==> config.mk <==
export PLATFORM = sky130hd
export DESIGN_NAME = srsg_reset_sleep
export DESIGN_NICKNAME = d
export VERILOG_FILES = /design/src/rtl/srsg_pkg.sv /design/src/rtl/srsg_reset_sleep.sv
export SDC_FILE = /design/constraint.sdc
export NUM_CORES = 1
export LEC_CHECK = 0
export ABC_CLOCK_PERIOD_IN_PS = 4000
export BUFFER_PORTS_ARGS = -buffer_cell sky130_fd_sc_hd__buf_2
export CAP_MARGIN = 0
export CORE_UTILIZATION = 61
export DETAILED_ROUTE_END_ITERATION = 7
export PLACE_DENSITY = 0.95
export SLEW_MARGIN = 0
export SYNTH_ARGS = -nofsm -noshare
export SYNTH_HDL_FRONTEND = slang
export SYNTH_SLANG_ARGS = --single-unit
==> constraint.sdc <==
create_clock -name ref_clk -period 4 [get_ports ref_clk]
set_clock_uncertainty 0.05 [all_clocks]
set_input_delay 0.2 -clock ref_clk [delete_from_list [all_inputs] [get_ports ref_clk]]
set_output_delay 0.2 -clock ref_clk [all_outputs]
set_load 0.005 [all_outputs]
==> src/rtl/srsg_pkg.sv <==
// Package for the reset and sleep gating block: fuse codes, sleep modes,
// register offsets, reset values and timing constants.
// Assumes a 50 MHz system clock and a plain register port.
package srsg_pkg;

  // System clock period in ns.
  localparam int ClkPeriodNs = 20;

  // Minimum reset pin low time in ns, and the same rounded up to whole clock cycles.
  localparam int PinMinPulseNs = 2500;
  localparam int PinMinPulseCycles = (PinMinPulseNs + ClkPeriodNs - 1) / ClkPeriodNs;

  // Brown-out trigger fuse codes.
  localparam logic [2:0] BodDisabledCode = 3'h7;
  localparam logic [2:0] BodReservedCode1 = 3'h1;
  localparam logic [2:0] BodReservedCode0 = 3'h0;

  // Register offsets on the plain register port.
  localparam logic [3:0] CauseRegOffset = 4'h0;
  localparam logic [3:0] SleepCtrlOffset = 4'h1;
  localparam logic [3:0] InputDisableOffset = 4'h2;
  localparam logic [3:0] StatusOffset = 4'h3;

  // Cause flag bit positions.
  localparam int PowerupFlagBit = 0;
  localparam int PinFlagBit = 1;
  localparam int BrownoutFlagBit = 2;
  localparam int WatchdogFlagBit = 3;

  // Reset values.
  localparam logic [7:0] SleepCtrlReset = 8'h00;
  localparam logic [7:0] InputDisableReset = 8'h00;

  // Sleep control bit positions.
  localparam int SleepEnableBit = 0;
  localparam int SleepModeLsb = 1;
  localparam int CompBandgapBit = 3;
  localparam int CompDisableBit = 4;

  // Stretch time-out cycle counts picked by the combined fuse index.
  localparam int StretchCountWidth = 20;
  localparam logic [StretchCountWidth-1:0] StretchShort = 20'h00010;
  localparam logic [StretchCountWidth-1:0] StretchMedium = 20'h00400;
  localparam logic [StretchCountWidth-1:0] StretchLong = 20'h0C350;
  localparam logic [StretchCountWidth-1:0] StretchLongest = 20'h32C80;

  // Sleep modes as decoded from the two mode bits.
  typedef enum logic [1:0] {
    SLEEP_IDLE,
    SLEEP_POWERDOWN,
    SLEEP_STANDBY,
    SLEEP_POWERDOWN_ALT
  } srsg_sleep_type;

  // Power gating outputs travel together.
  typedef struct packed {
    logic bandgapOn;
    logic brownoutOn;
    logic watchdogOn;
    logic comparatorOn;
    logic inputBufOn;
  } srsg_power_type;

endpackage

==> src/rtl/srsg_reset_sleep.sv <==
// Reset merge, reset stretch, reset cause flags and sleep power gating.
// Analogue detectors arrive as levels from other domains; the watchdog
// pulse comes from logic on ref_clk. The register port never stalls.
//
// Strobed register access and the register addresses are this design's own decisions.
`timescale 1ns/1ns
`default_nettype none

module srsg_reset_sleep #(
  parameter int InputPins = 2
) (
  input wire logic ref_clk,
  input wire logic reset_n,
  input wire logic powerOnLow,
  input wire logic resetPinLevel,
  input wire logic brownoutLow,
  input wire logic watchdogExpire,
  input wire logic watchdogEnable,
  input wire logic watchdogIrqEnable,
  input wire logic [2:0] brownout_trigger_fuses,
  input wire logic [1:0] startup_time_fuses,
  input wire logic [3:0] clock_source_fuses,
  input wire logic sleeping,
  input wire logic wakeNeedsInput,
  input wire logic [3:0] regAddr,
  input wire logic [7:0] regWrData,
  input wire logic regWrite,
  input wire logic regRead,
  output logic [7:0] regRdData,
  output logic portReset,
  output logic coreReset,
  output logic fetchFromVector,
  output srsg_pkg::srsg_power_type powerCtrl,
  output logic [InputPins-1:0] inputBufEnable
);

  initial begin
    if (InputPins < 1 || InputPins > 8) begin
      $error("InputPins must be 1 to 8");
    end
  end

  logic bodEnabled;
  logic [2:0] porSync, pinSync, bodSync;
  logic porSeen, pinSeen, bodSeen;
  logic wdtReset;
  logic anySource;
  logic [srsg_pkg::StretchCountWidth-1:0] stretchLimit;
  logic [srsg_pkg::StretchCountWidth-1:0] stretchCnt_q;
  logic coreReset_q;
  logic coreResetPrev_q;
  logic [3:0] cause_q;
  logic [7:0] sleepCtrl_q;
  logic [7:0] inputDisable_q;
  logic [7:0] regRdData_q;
  srsg_pkg::srsg_sleep_type sleepMode;
  logic ioClockStopped;

  // Reserved fuse codes are treated like the disable code, the safe side.
  assign bodEnabled = (brownout_trigger_fuses != srsg_pkg::BodDisabledCode) &&
                      (brownout_trigger_fuses != srsg_pkg::BodReservedCode1) &&
                      (brownout_trigger_fuses != srsg_pkg::BodReservedCode0);

  // Port reset acts without a clock; glitches shorter than the minimum pin
  // pulse reach it as well, which the pin user must allow for.
  assign portReset = powerOnLow || !resetPinLevel ||
                     (bodEnabled && brownoutLow) || wdtReset;

  // Three-stage synchronisers; a change counts once stages two and three agree.
  always_ff @(posedge ref_clk or negedge reset_n) begin
    if (!reset_n) begin
      porSync <= 3'h7;
      pinSync <= 3'h0;
      bodSync <= 3'h0;
    end else begin
      porSync <= {porSync[1:0], powerOnLow};
      pinSync <= {pinSync[1:0], resetPinLevel};
      bodSync <= {bodSync[1:0], brownoutLow};
    end
  end

  // Filtered source levels, held until the last two stages agree.
  always_ff @(posedge ref_clk or negedge reset_n) begin
    if (!reset_n) begin
      porSeen <= 1'b1;
      pinSeen <= 1'b0;
      bodSeen <= 1'b0;
    end else begin
      if (porSync[1] == porSync[2]) begin
        porSeen <= porSync[2];
      end
      if (pinSync[1] == pinSync[2]) begin
        pinSeen <= !pinSync[2];
      end
      if (bodSync[1] == bodSync[2]) begin
        bodSeen <= bodSync[2] && bodEnabled;
      end
    end
  end

  // Watchdog expiry is already a one-cycle pulse on ref_clk.
  assign wdtReset = watchdogExpire && watchdogEnable && !watchdogIrqEnable;

  // The four causes and nothing else feed the merge.
  assign anySource = porSeen || pinSeen || bodSeen || wdtReset;

  // Time-out chosen from the start-up and clock-source fuses.
  always_comb begin
    case ({startup_time_fuses, clock_source_fuses[0]})
      3'h0: stretchLimit = srsg_pkg::StretchShort;
      3'h1: stretchLimit = srsg_pkg::StretchMedium;
      3'h2, 3'h3: stretchLimit = srsg_pkg::StretchLong;
      default: stretchLimit = srsg_pkg::StretchLongest;
    endcase
  end

  // Counter is held at zero while any source is active and counts after the
  // last release, so a watchdog pulse starts it on its trailing edge.
  always_ff @(posedge ref_clk or negedge reset_n) begin
    if (!reset_n) begin
      stretchCnt_q <= '0;
      coreReset_q <= 1'b1;
    end else if (anySource) begin
      stretchCnt_q <= '0;
      coreReset_q <= 1'b1;
    end else if (coreReset_q) begin
      if (stretchCnt_q >= stretchLimit - 1'b1) begin
        coreReset_q <= 1'b0;
      end else begin
        stretchCnt_q <= stretchCnt_q + 1'b1;
      end
    end
  end

  assign coreReset = coreReset_q || anySource;

  // One-cycle marker telling the core to fetch from the reset vector.
  always_ff @(posedge ref_clk or negedge reset_n) begin
    if (!reset_n) begin
      coreResetPrev_q <= 1'b1;
    end else begin
      coreResetPrev_q <= coreReset;
    end
  end

  assign fetchFromVector = coreResetPrev_q && !coreReset;

  // Cause flags: set wins over a software clear in the same cycle.
  always_ff @(posedge ref_clk or negedge reset_n) begin
    if (!reset_n) begin
      cause_q <= 4'h1;
    end else begin
      logic [3:0] next;
      next = cause_q;
      if (regWrite && regAddr == srsg_pkg::CauseRegOffset) begin
        next = cause_q & regWrData[3:0];
      end
      if (porSeen) begin
        next = 4'h1;
      end else begin
        if (pinSeen) next[srsg_pkg::PinFlagBit] = 1'b1;
        if (bodSeen) next[srsg_pkg::BrownoutFlagBit] = 1'b1;
        if (wdtReset) next[srsg_pkg::WatchdogFlagBit] = 1'b1;
      end
      cause_q <= next;
    end
  end

  // Software registers; they load reset values while the core is in reset.
  always_ff @(posedge ref_clk or negedge reset_n) begin
    if (!reset_n) begin
      sleepCtrl_q <= srsg_pkg::SleepCtrlReset;
      inputDisable_q <= srsg_pkg::InputDisableReset;
    end else if (coreReset) begin
      sleepCtrl_q <= srsg_pkg::SleepCtrlReset;
      inputDisable_q <= srsg_pkg::InputDisableReset;
    end else if (regWrite) begin
      if (regAddr == srsg_pkg::SleepCtrlOffset) begin
        sleepCtrl_q <= regWrData;
      end
      if (regAddr == srsg_pkg::InputDisableOffset) begin
        inputDisable_q <= regWrData;
      end
    end
  end

  // Read data stands in the cycle after the read strobe only.
  always_ff @(posedge ref_clk or negedge reset_n) begin
    if (!reset_n) begin
      regRdData_q <= 8'h00;
    end else if (regRead) begin
      case (regAddr)
        srsg_pkg::CauseRegOffset: regRdData_q <= {4'h0, cause_q};
        srsg_pkg::SleepCtrlOffset: regRdData_q <= sleepCtrl_q;
        srsg_pkg::InputDisableOffset: regRdData_q <= inputDisable_q;
        srsg_pkg::StatusOffset: regRdData_q <= {3'h0, coreReset_q, bodEnabled,
                                                bodSeen, pinSeen, porSeen};
        default: regRdData_q <= 8'h00;
      endcase
    end else begin
      regRdData_q <= 8'h00;
    end
  end

  assign regRdData = regRdData_q;

  // Sleep decoding and power gating.
  assign sleepMode = srsg_pkg::srsg_sleep_type'(sleepCtrl_q[srsg_pkg::SleepModeLsb +: 2]);
  assign ioClockStopped = sleeping && (sleepMode != srsg_pkg::SLEEP_IDLE);

  always_comb begin
    powerCtrl.brownoutOn = bodEnabled;
    powerCtrl.watchdogOn = watchdogEnable;
    powerCtrl.comparatorOn = !sleepCtrl_q[srsg_pkg::CompDisableBit] && !ioClockStopped;
    // The bandgap follows its users, not the sleep state.
    powerCtrl.bandgapOn = bodEnabled ||
                          (sleepCtrl_q[srsg_pkg::CompBandgapBit] &&
                           !sleepCtrl_q[srsg_pkg::CompDisableBit]);
    powerCtrl.inputBufOn = !ioClockStopped || wakeNeedsInput;
  end

  // Per-pin buffers obey their disable bit at all times.
  assign inputBufEnable = ~inputDisable_q[InputPins-1:0] &
                          {InputPins{powerCtrl.inputBufOn}};

  // The watchdog source must never stretch beyond a single cycle itself.
  a_wdt_pulse_one: assert property (@(posedge ref_clk) disable iff (!reset_n)
    wdtReset |=> !wdtReset)
    else $error("watchdog reset longer than one cycle");

  // Interrupt mode or a disabled watchdog must keep the reset away.
  a_wdt_gated_irq: assert property (@(posedge ref_clk) disable iff (!reset_n)
    (watchdogIrqEnable || !watchdogEnable) |-> !wdtReset)
    else $error("watchdog reset gated wrong");

  // Any live source clears the count and holds the stretched reset.
  a_source_holds_reset: assert property (@(posedge ref_clk) disable iff (!reset_n)
    anySource |=> coreReset_q && stretchCnt_q == '0)
    else $error("source did not hold reset");

  // The last release is followed by stretched reset, not an instant exit.
  a_stretch_after_release: assert property (@(posedge ref_clk) disable iff (!reset_n)
    $fell(anySource) |-> coreReset [*2])
    else $error("reset not stretched");

  // A low pin reaches the ports without waiting for the synchroniser.
  a_pin_async_reset: assert property (@(posedge ref_clk) disable iff (!reset_n)
    !resetPinLevel |-> portReset)
    else $error("pin low without port reset");

  // The disable code turns the detector off.
  a_bod_disabled_code: assert property (@(posedge ref_clk) disable iff (!reset_n)
    brownout_trigger_fuses == srsg_pkg::BodDisabledCode |-> !powerCtrl.brownoutOn)
    else $error("detector on with disable code");

  // A power-on cause leaves only its own flag standing.
  a_por_flag_only: assert property (@(posedge ref_clk) disable iff (!reset_n)
    porSeen |=> cause_q == 4'h1)
    else $error("power-on flag handling wrong");

  // Deep sleep always powers the comparator down.
  a_comp_off_sleep: assert property (@(posedge ref_clk) disable iff (!reset_n)
    ioClockStopped |-> !powerCtrl.comparatorOn)
    else $error("comparator on in deep sleep");

  // The bandgap burns power, so it only runs for a user.
  a_bandgap_needed: assert property (@(posedge ref_clk) disable iff (!reset_n)
    powerCtrl.bandgapOn |-> bodEnabled || sleepCtrl_q[srsg_pkg::CompBandgapBit])
    else $error("bandgap on without user");

  // A supply drop reaches the ports in the same cycle.
  a_por_port_reset: assert property (@(posedge ref_clk) disable iff (!reset_n)
    powerOnLow |-> portReset)
    else $error("supply drop without port reset");

  // An enabled detector reaches the ports in the same cycle.
  a_bod_port_reset: assert property (@(posedge ref_clk) disable iff (!reset_n)
    (bodEnabled && brownoutLow) |-> portReset)
    else $error("brown-out without port reset");

  // Reserved codes are treated as a switched-off detector.
  a_bod_reserved_off: assert property (@(posedge ref_clk) disable iff (!reset_n)
    (brownout_trigger_fuses == srsg_pkg::BodReservedCode1 ||
     brownout_trigger_fuses == srsg_pkg::BodReservedCode0) |-> !powerCtrl.brownoutOn)
    else $error("detector on with reserved code");

  // The core sees any live source at once, before the counter reacts.
  a_core_follows_source: assert property (@(posedge ref_clk) disable iff (!reset_n)
    anySource |-> coreReset)
    else $error("source without core reset");

  // The watchdog pulse resets the core in the very cycle it stands.
  a_wdt_core_reset: assert property (@(posedge ref_clk) disable iff (!reset_n)
    wdtReset |-> coreReset)
    else $error("watchdog pulse without core reset");

  // Stretched reset ends only once the full time-out has been counted.
  a_release_at_limit: assert property (@(posedge ref_clk) disable iff (!reset_n)
    $fell(coreReset_q) |-> stretchCnt_q >= stretchLimit - 1'b1)
    else $error("stretch ended early");

  // The vector fetch marker lasts one cycle only.
  a_fetch_one_cycle: assert property (@(posedge ref_clk) disable iff (!reset_n)
    fetchFromVector |=> !fetchFromVector)
    else $error("vector fetch marker too long");

  // Software registers return to their initial values under core reset.
  a_regs_init_reset: assert property (@(posedge ref_clk) disable iff (!reset_n)
    coreReset |=> sleepCtrl_q == srsg_pkg::SleepCtrlReset &&
                  inputDisable_q == srsg_pkg::InputDisableReset)
    else $error("registers not initialised in reset");

  // The watchdog keeps running in every sleep state while enabled.
  a_wdt_runs_sleep: assert property (@(posedge ref_clk) disable iff (!reset_n)
    powerCtrl.watchdogOn == watchdogEnable)
    else $error("watchdog power wrong");

  // The detector keeps running in every sleep state while fused on.
  a_bod_runs_sleep: assert property (@(posedge ref_clk) disable iff (!reset_n)
    powerCtrl.brownoutOn == bodEnabled)
    else $error("detector power wrong");

  // A comparator wired to the bandgap keeps it powered in sleep.
  a_bandgap_kept: assert property (@(posedge ref_clk) disable iff (!reset_n)
    (sleepCtrl_q[srsg_pkg::CompBandgapBit] && !sleepCtrl_q[srsg_pkg::CompDisableBit]) |->
    powerCtrl.bandgapOn)
    else $error("bandgap off for comparator");

  // With the I/O clock stopped and no wake need, every buffer is off.
  a_buf_off_deep: assert property (@(posedge ref_clk) disable iff (!reset_n)
    (ioClockStopped && !wakeNeedsInput) |-> inputBufEnable == '0)
    else $error("input buffer on in deep sleep");

  // A set disable bit turns its buffer off whatever the sleep state.
  a_buf_disable_bit: assert property (@(posedge ref_clk) disable iff (!reset_n)
    (inputBufEnable & inputDisable_q[InputPins-1:0]) == '0)
    else $error("disabled input buffer on");

  // A pin cause sets its flag even against a clearing write.
  a_pin_flag_set: assert property (@(posedge ref_clk) disable iff (!reset_n)
    (pinSeen && !porSeen) |=> cause_q[srsg_pkg::PinFlagBit])
    else $error("pin flag not set");

endmodule

`default_nettype wire

==> results.py <==
metrics = {
    "critical_path": {
        "cp_max_fo": 26,
        "r2r_slack_ns": 1.21,
        "start_kind": "flop",
        "startpoint": "stretchCnt_q[17]",
        "crit_chain": "ha_1 > nand4_1 > nor4_2 > o311a_1 > nor4_1 > mux2i_1",
        "worst_path_max_delay_cell": "o311a_1",
        "end_kind": "flop",
        "worstSetupPathType": "flop to flop",
        "setup.worst_path.end": "stretchCnt_q[17]",
        "cp_data_required_time_ns": 4.22,
        "rr_startpoint": "stretchCnt_q[17]",
        "r2r-end": "stretchCnt_q[17]",
        "max_stage_delay_ns": 0.80,
        "reg2reg_depth": 6,
        "crit_arrival_ns": 3.01,
    },
    "power_and_ir_drop": {
        "seqPwrFrac_pct": 45.4,
        "clkPwrFrac_pct": 47.1,
        "switching_share_pct": 23.7,
        "p_per_area_nw_per_um2": 382,
        "p_leak_nw": 1.80,
        "ir_drop_mv": 0.303,
        "combPwrFrac_pct": 7.6,
        "p_switching_uw": 342,
        "p_int_mw": 1.10,
    },
    "synth": {
        "synth_seq_cells": 62,
        "synthCells": 315,
        "yosys_warnings": 0,
        "synth-async-reset-ratio_pct": 100,
        "synth-main-ff-cell": "dfrtp_1",
        "syn_nets": 364,
        "synth_edf_count": 0,
        "ys_seq_area_share_pct": 48.0,
        "synth_common_cells": "dfrtp_1 (55), nor2_1 (28), nand2_1 (26)",
        "avgSynthCellArea_sq_um": 10.3,
        "synth_area_sq_um": 3250,
        "synth_top_cell_by_area": "dfrtp_1",
        "synth_top_area_share_pct": 42.3,
        "ys_types": 44,
        "synthTopCellsByArea": "dfrtp_1 (42%), mux2i_1 (7.1%), ha_1 (6.2%), dfstp_2 (5.7%), nor2_1 (3.2%)",
        "yosysMostFrequentCell": "dfrtp_1",
    },
    "timing": {
        "whs_ns": 0.0764,
        "hold_violations": 0,
        "finalSetupViolations": 0,
        "rsz0062_at_grt": "no",
        "max_freq_ghz": 0.358,
        "fin_crit_sh_pct": 69.8,
        "finalSetupTns_ns": 0,
        "layout_min_cycle_time_ns": 2.79,
        "maxSlewViolCount": 0,
        "worst_pin_slew_ns": 1.03,
        "slew_headroom_pct": 30.6,
    },
    "outcome": {
        "status": "completed",
    },
    "global_routing": {
        "gr-total-overflow": 0,
        "antenna_found_initial": 0,
        "grt_pass1_vias": 2733,
        "grt_pass1_wl_mm": 12.6,
        "grt.total_usage_pct": 31.7,
        "grt_start_max_net_pins": 63,
    },
    "die": {
        "ios": 51,
        "die-area_sq_um": 5630,
        "row_count": 26,
        "core-area_sq_um": 5110,
        "start_util_pct": 63.7,
        "die_w_um": 75.0,
        "die_h_um": 75.0,
    },
    "drt": {
        "ant_nets": 0,
        "drc": 0,
        "wl_per_cell_um": 18.3,
        "routed_wirelength_mm": 8.05,
        "drt_pass1_iterations": 5,
        "avgViaCountPerCell": 6.45,
        "drt_iter0_markers": 221,
        "vias": 2837,
    },
    "finish": {
        "drive_gt1_share_pct": 21.9,
        "area.growth.synth_to_final_pct": 16.7,
        "nets": 414,
        "postLayoutCoreUtil_pct": 74.3,
        "diodes": 0,
    },
    "clocking": {
        "cts_made_buffers": 9,
        "clkSinkCount": 62,
        "post_cts_buffers": 0,
        "cts_resized": 0,
        "cts_root_buf": "clkbuf_8",
        "htree_levels": 3,
        "cts_tree": "done",
        "clock_latency_ns": 0.35,
        "clock_tree.buffer_depth": 2,
        "cts.clk_slew.worst_paths_ns": 0.08,
    },
    "run": {
        "maxCapViolations": 0,
    },
    "placement": {
        "port_buffers": 47,
        "gp_congestion": 0.893,
        "place_hpwl_mm": 5.27,
    },
    "min_path": {
        "min_path_type": "primary input to flop",
    },
}
area by class of cell:
cell class                      instances  area (sq um)
Multi-Input combinational cell        227          1570
Clock buffer                            9           124
Tap cell                               70          87.6
Timing Repair Buffer                   53           290
Inverter                               12          45.0
Fill cell                             335          1310
Sequential cell                        62          1560
Clock inverter                          7           121
layer usage:
| metal | GRT usage, % | wire (um) | vias up |
|---|---|---|---|
| li1 | - | - | 1253 |
| met1 | 36.8 | 2960 | 1374 |
| met2 | 51.3 | 4150 | 162 |
| met3 | 11.9 | 626 | 48 |
| met4 | 16.8 | 321 | 0 |
| met5 | 0 | 0 | - |
stage by stage:
step / instances / cell area, sq um / setup WS, ns / power (mW)
floorplan: 315 / 3250 / 1.48 / 0.720
global placement: 420 / 3510 / 1.01 / 0.763
detailed placement: 420 / 3510 / 0.944 / 0.772
CTS: 440 / 3790 / 1.24 / 1.45
global route: 440 / 3790 / 1.07 / 1.50
finish: 440 / 3790 / 1.21 / 1.45
logic make-up (layout without fill, tap and decap cells):
kind of cell,count (synthesis),after routing,synth area share [%]
compound gates,54,54,10.3
xor+xnor,2,2,0.539
fa+ha+maj,17,17,6.46
buf+inv,26,81,3.89
flops,62,62,48.0
mux,27,27,9.85
other cells,1,1,0.115
simple gates,126,126,20.9
registers in the layout (all words and copies together), names as in the netlist:
signal	cells
coreResetPrev_q	1
regRdData	8
sleepCtrl_q	8
bodSync	3
cause_q	4
inputDisable_q	8
pinSync	3
pinSeen	1
porSync	3
porSeen	1
bodSeen	1
stretchCnt_q	20
coreReset_q	1
repair_timing:
item	CTS	global route
endpoints found under the setup margin	0	0
hold buffers	4	0
hold endpoints to repair	58	0
how the worst min path moves through the flow:
stage                 start           endpoint  slack, ns  cells past startpoint
2_1_floorplan       reset_n            bodSeen      -0.15                      0
3_3_place_gp     powerOnLow         porSync[0]       0.26                      1
3_5_place_dp     powerOnLow         porSync[0]       0.27                      1
4_1_cts        regWrData[5]  inputDisable_q[5]       0.06                      3
5_1_grt        regWrData[4]  inputDisable_q[4]       0.06                      3
6_report       regWrData[4]  inputDisable_q[4]       0.08                      3
power by group through the flow:
stage               sequential (mW)  combinational [mW]  clock [mW]
floorplan                     0.663              0.0569           0
global placement              0.665              0.0976           0
detailed placement            0.668               0.104           0
CTS                           0.656               0.108       0.687
global route                  0.658               0.122       0.719
finish                        0.656               0.110       0.681
worst max-delay path, delay by kind of cell, from the launching register on:
| family | cells | cell delay [ns] |
|---|---|---|
| simple gates | 3 | 0.87 |
| compound gates | 1 | 0.80 |
| flops | 1 | 0.44 |
| fa+ha+maj | 1 | 0.34 |
| mux | 1 | 0.22 |
layout by cell type (no fill, tap or decap), types with 3 or more instances in the layout:
cell type,instances
and3_1,7
mux2i_1,23
ha_1,16
o31ai_1,8
nand2b_1,8
dlygate4sd3_1,4
clkbuf_8,9
a21oi_1,19
and2_1,3
bufinv_16,3
nor4_1,5
nor2_1,28
o21ai_0,11
or3_1,3
or4_1,9
dfstp_2,7
nand4_1,10
nand2_1,26
buf_2,47
nor3_1,4
mux4_2,4
dfrtp_1,55
nor2b_1,3
and4_1,3
inv_1,12
a22oi_1,4
nand3_1,11
No activity file was read; power rests on OpenSTA's default activity.
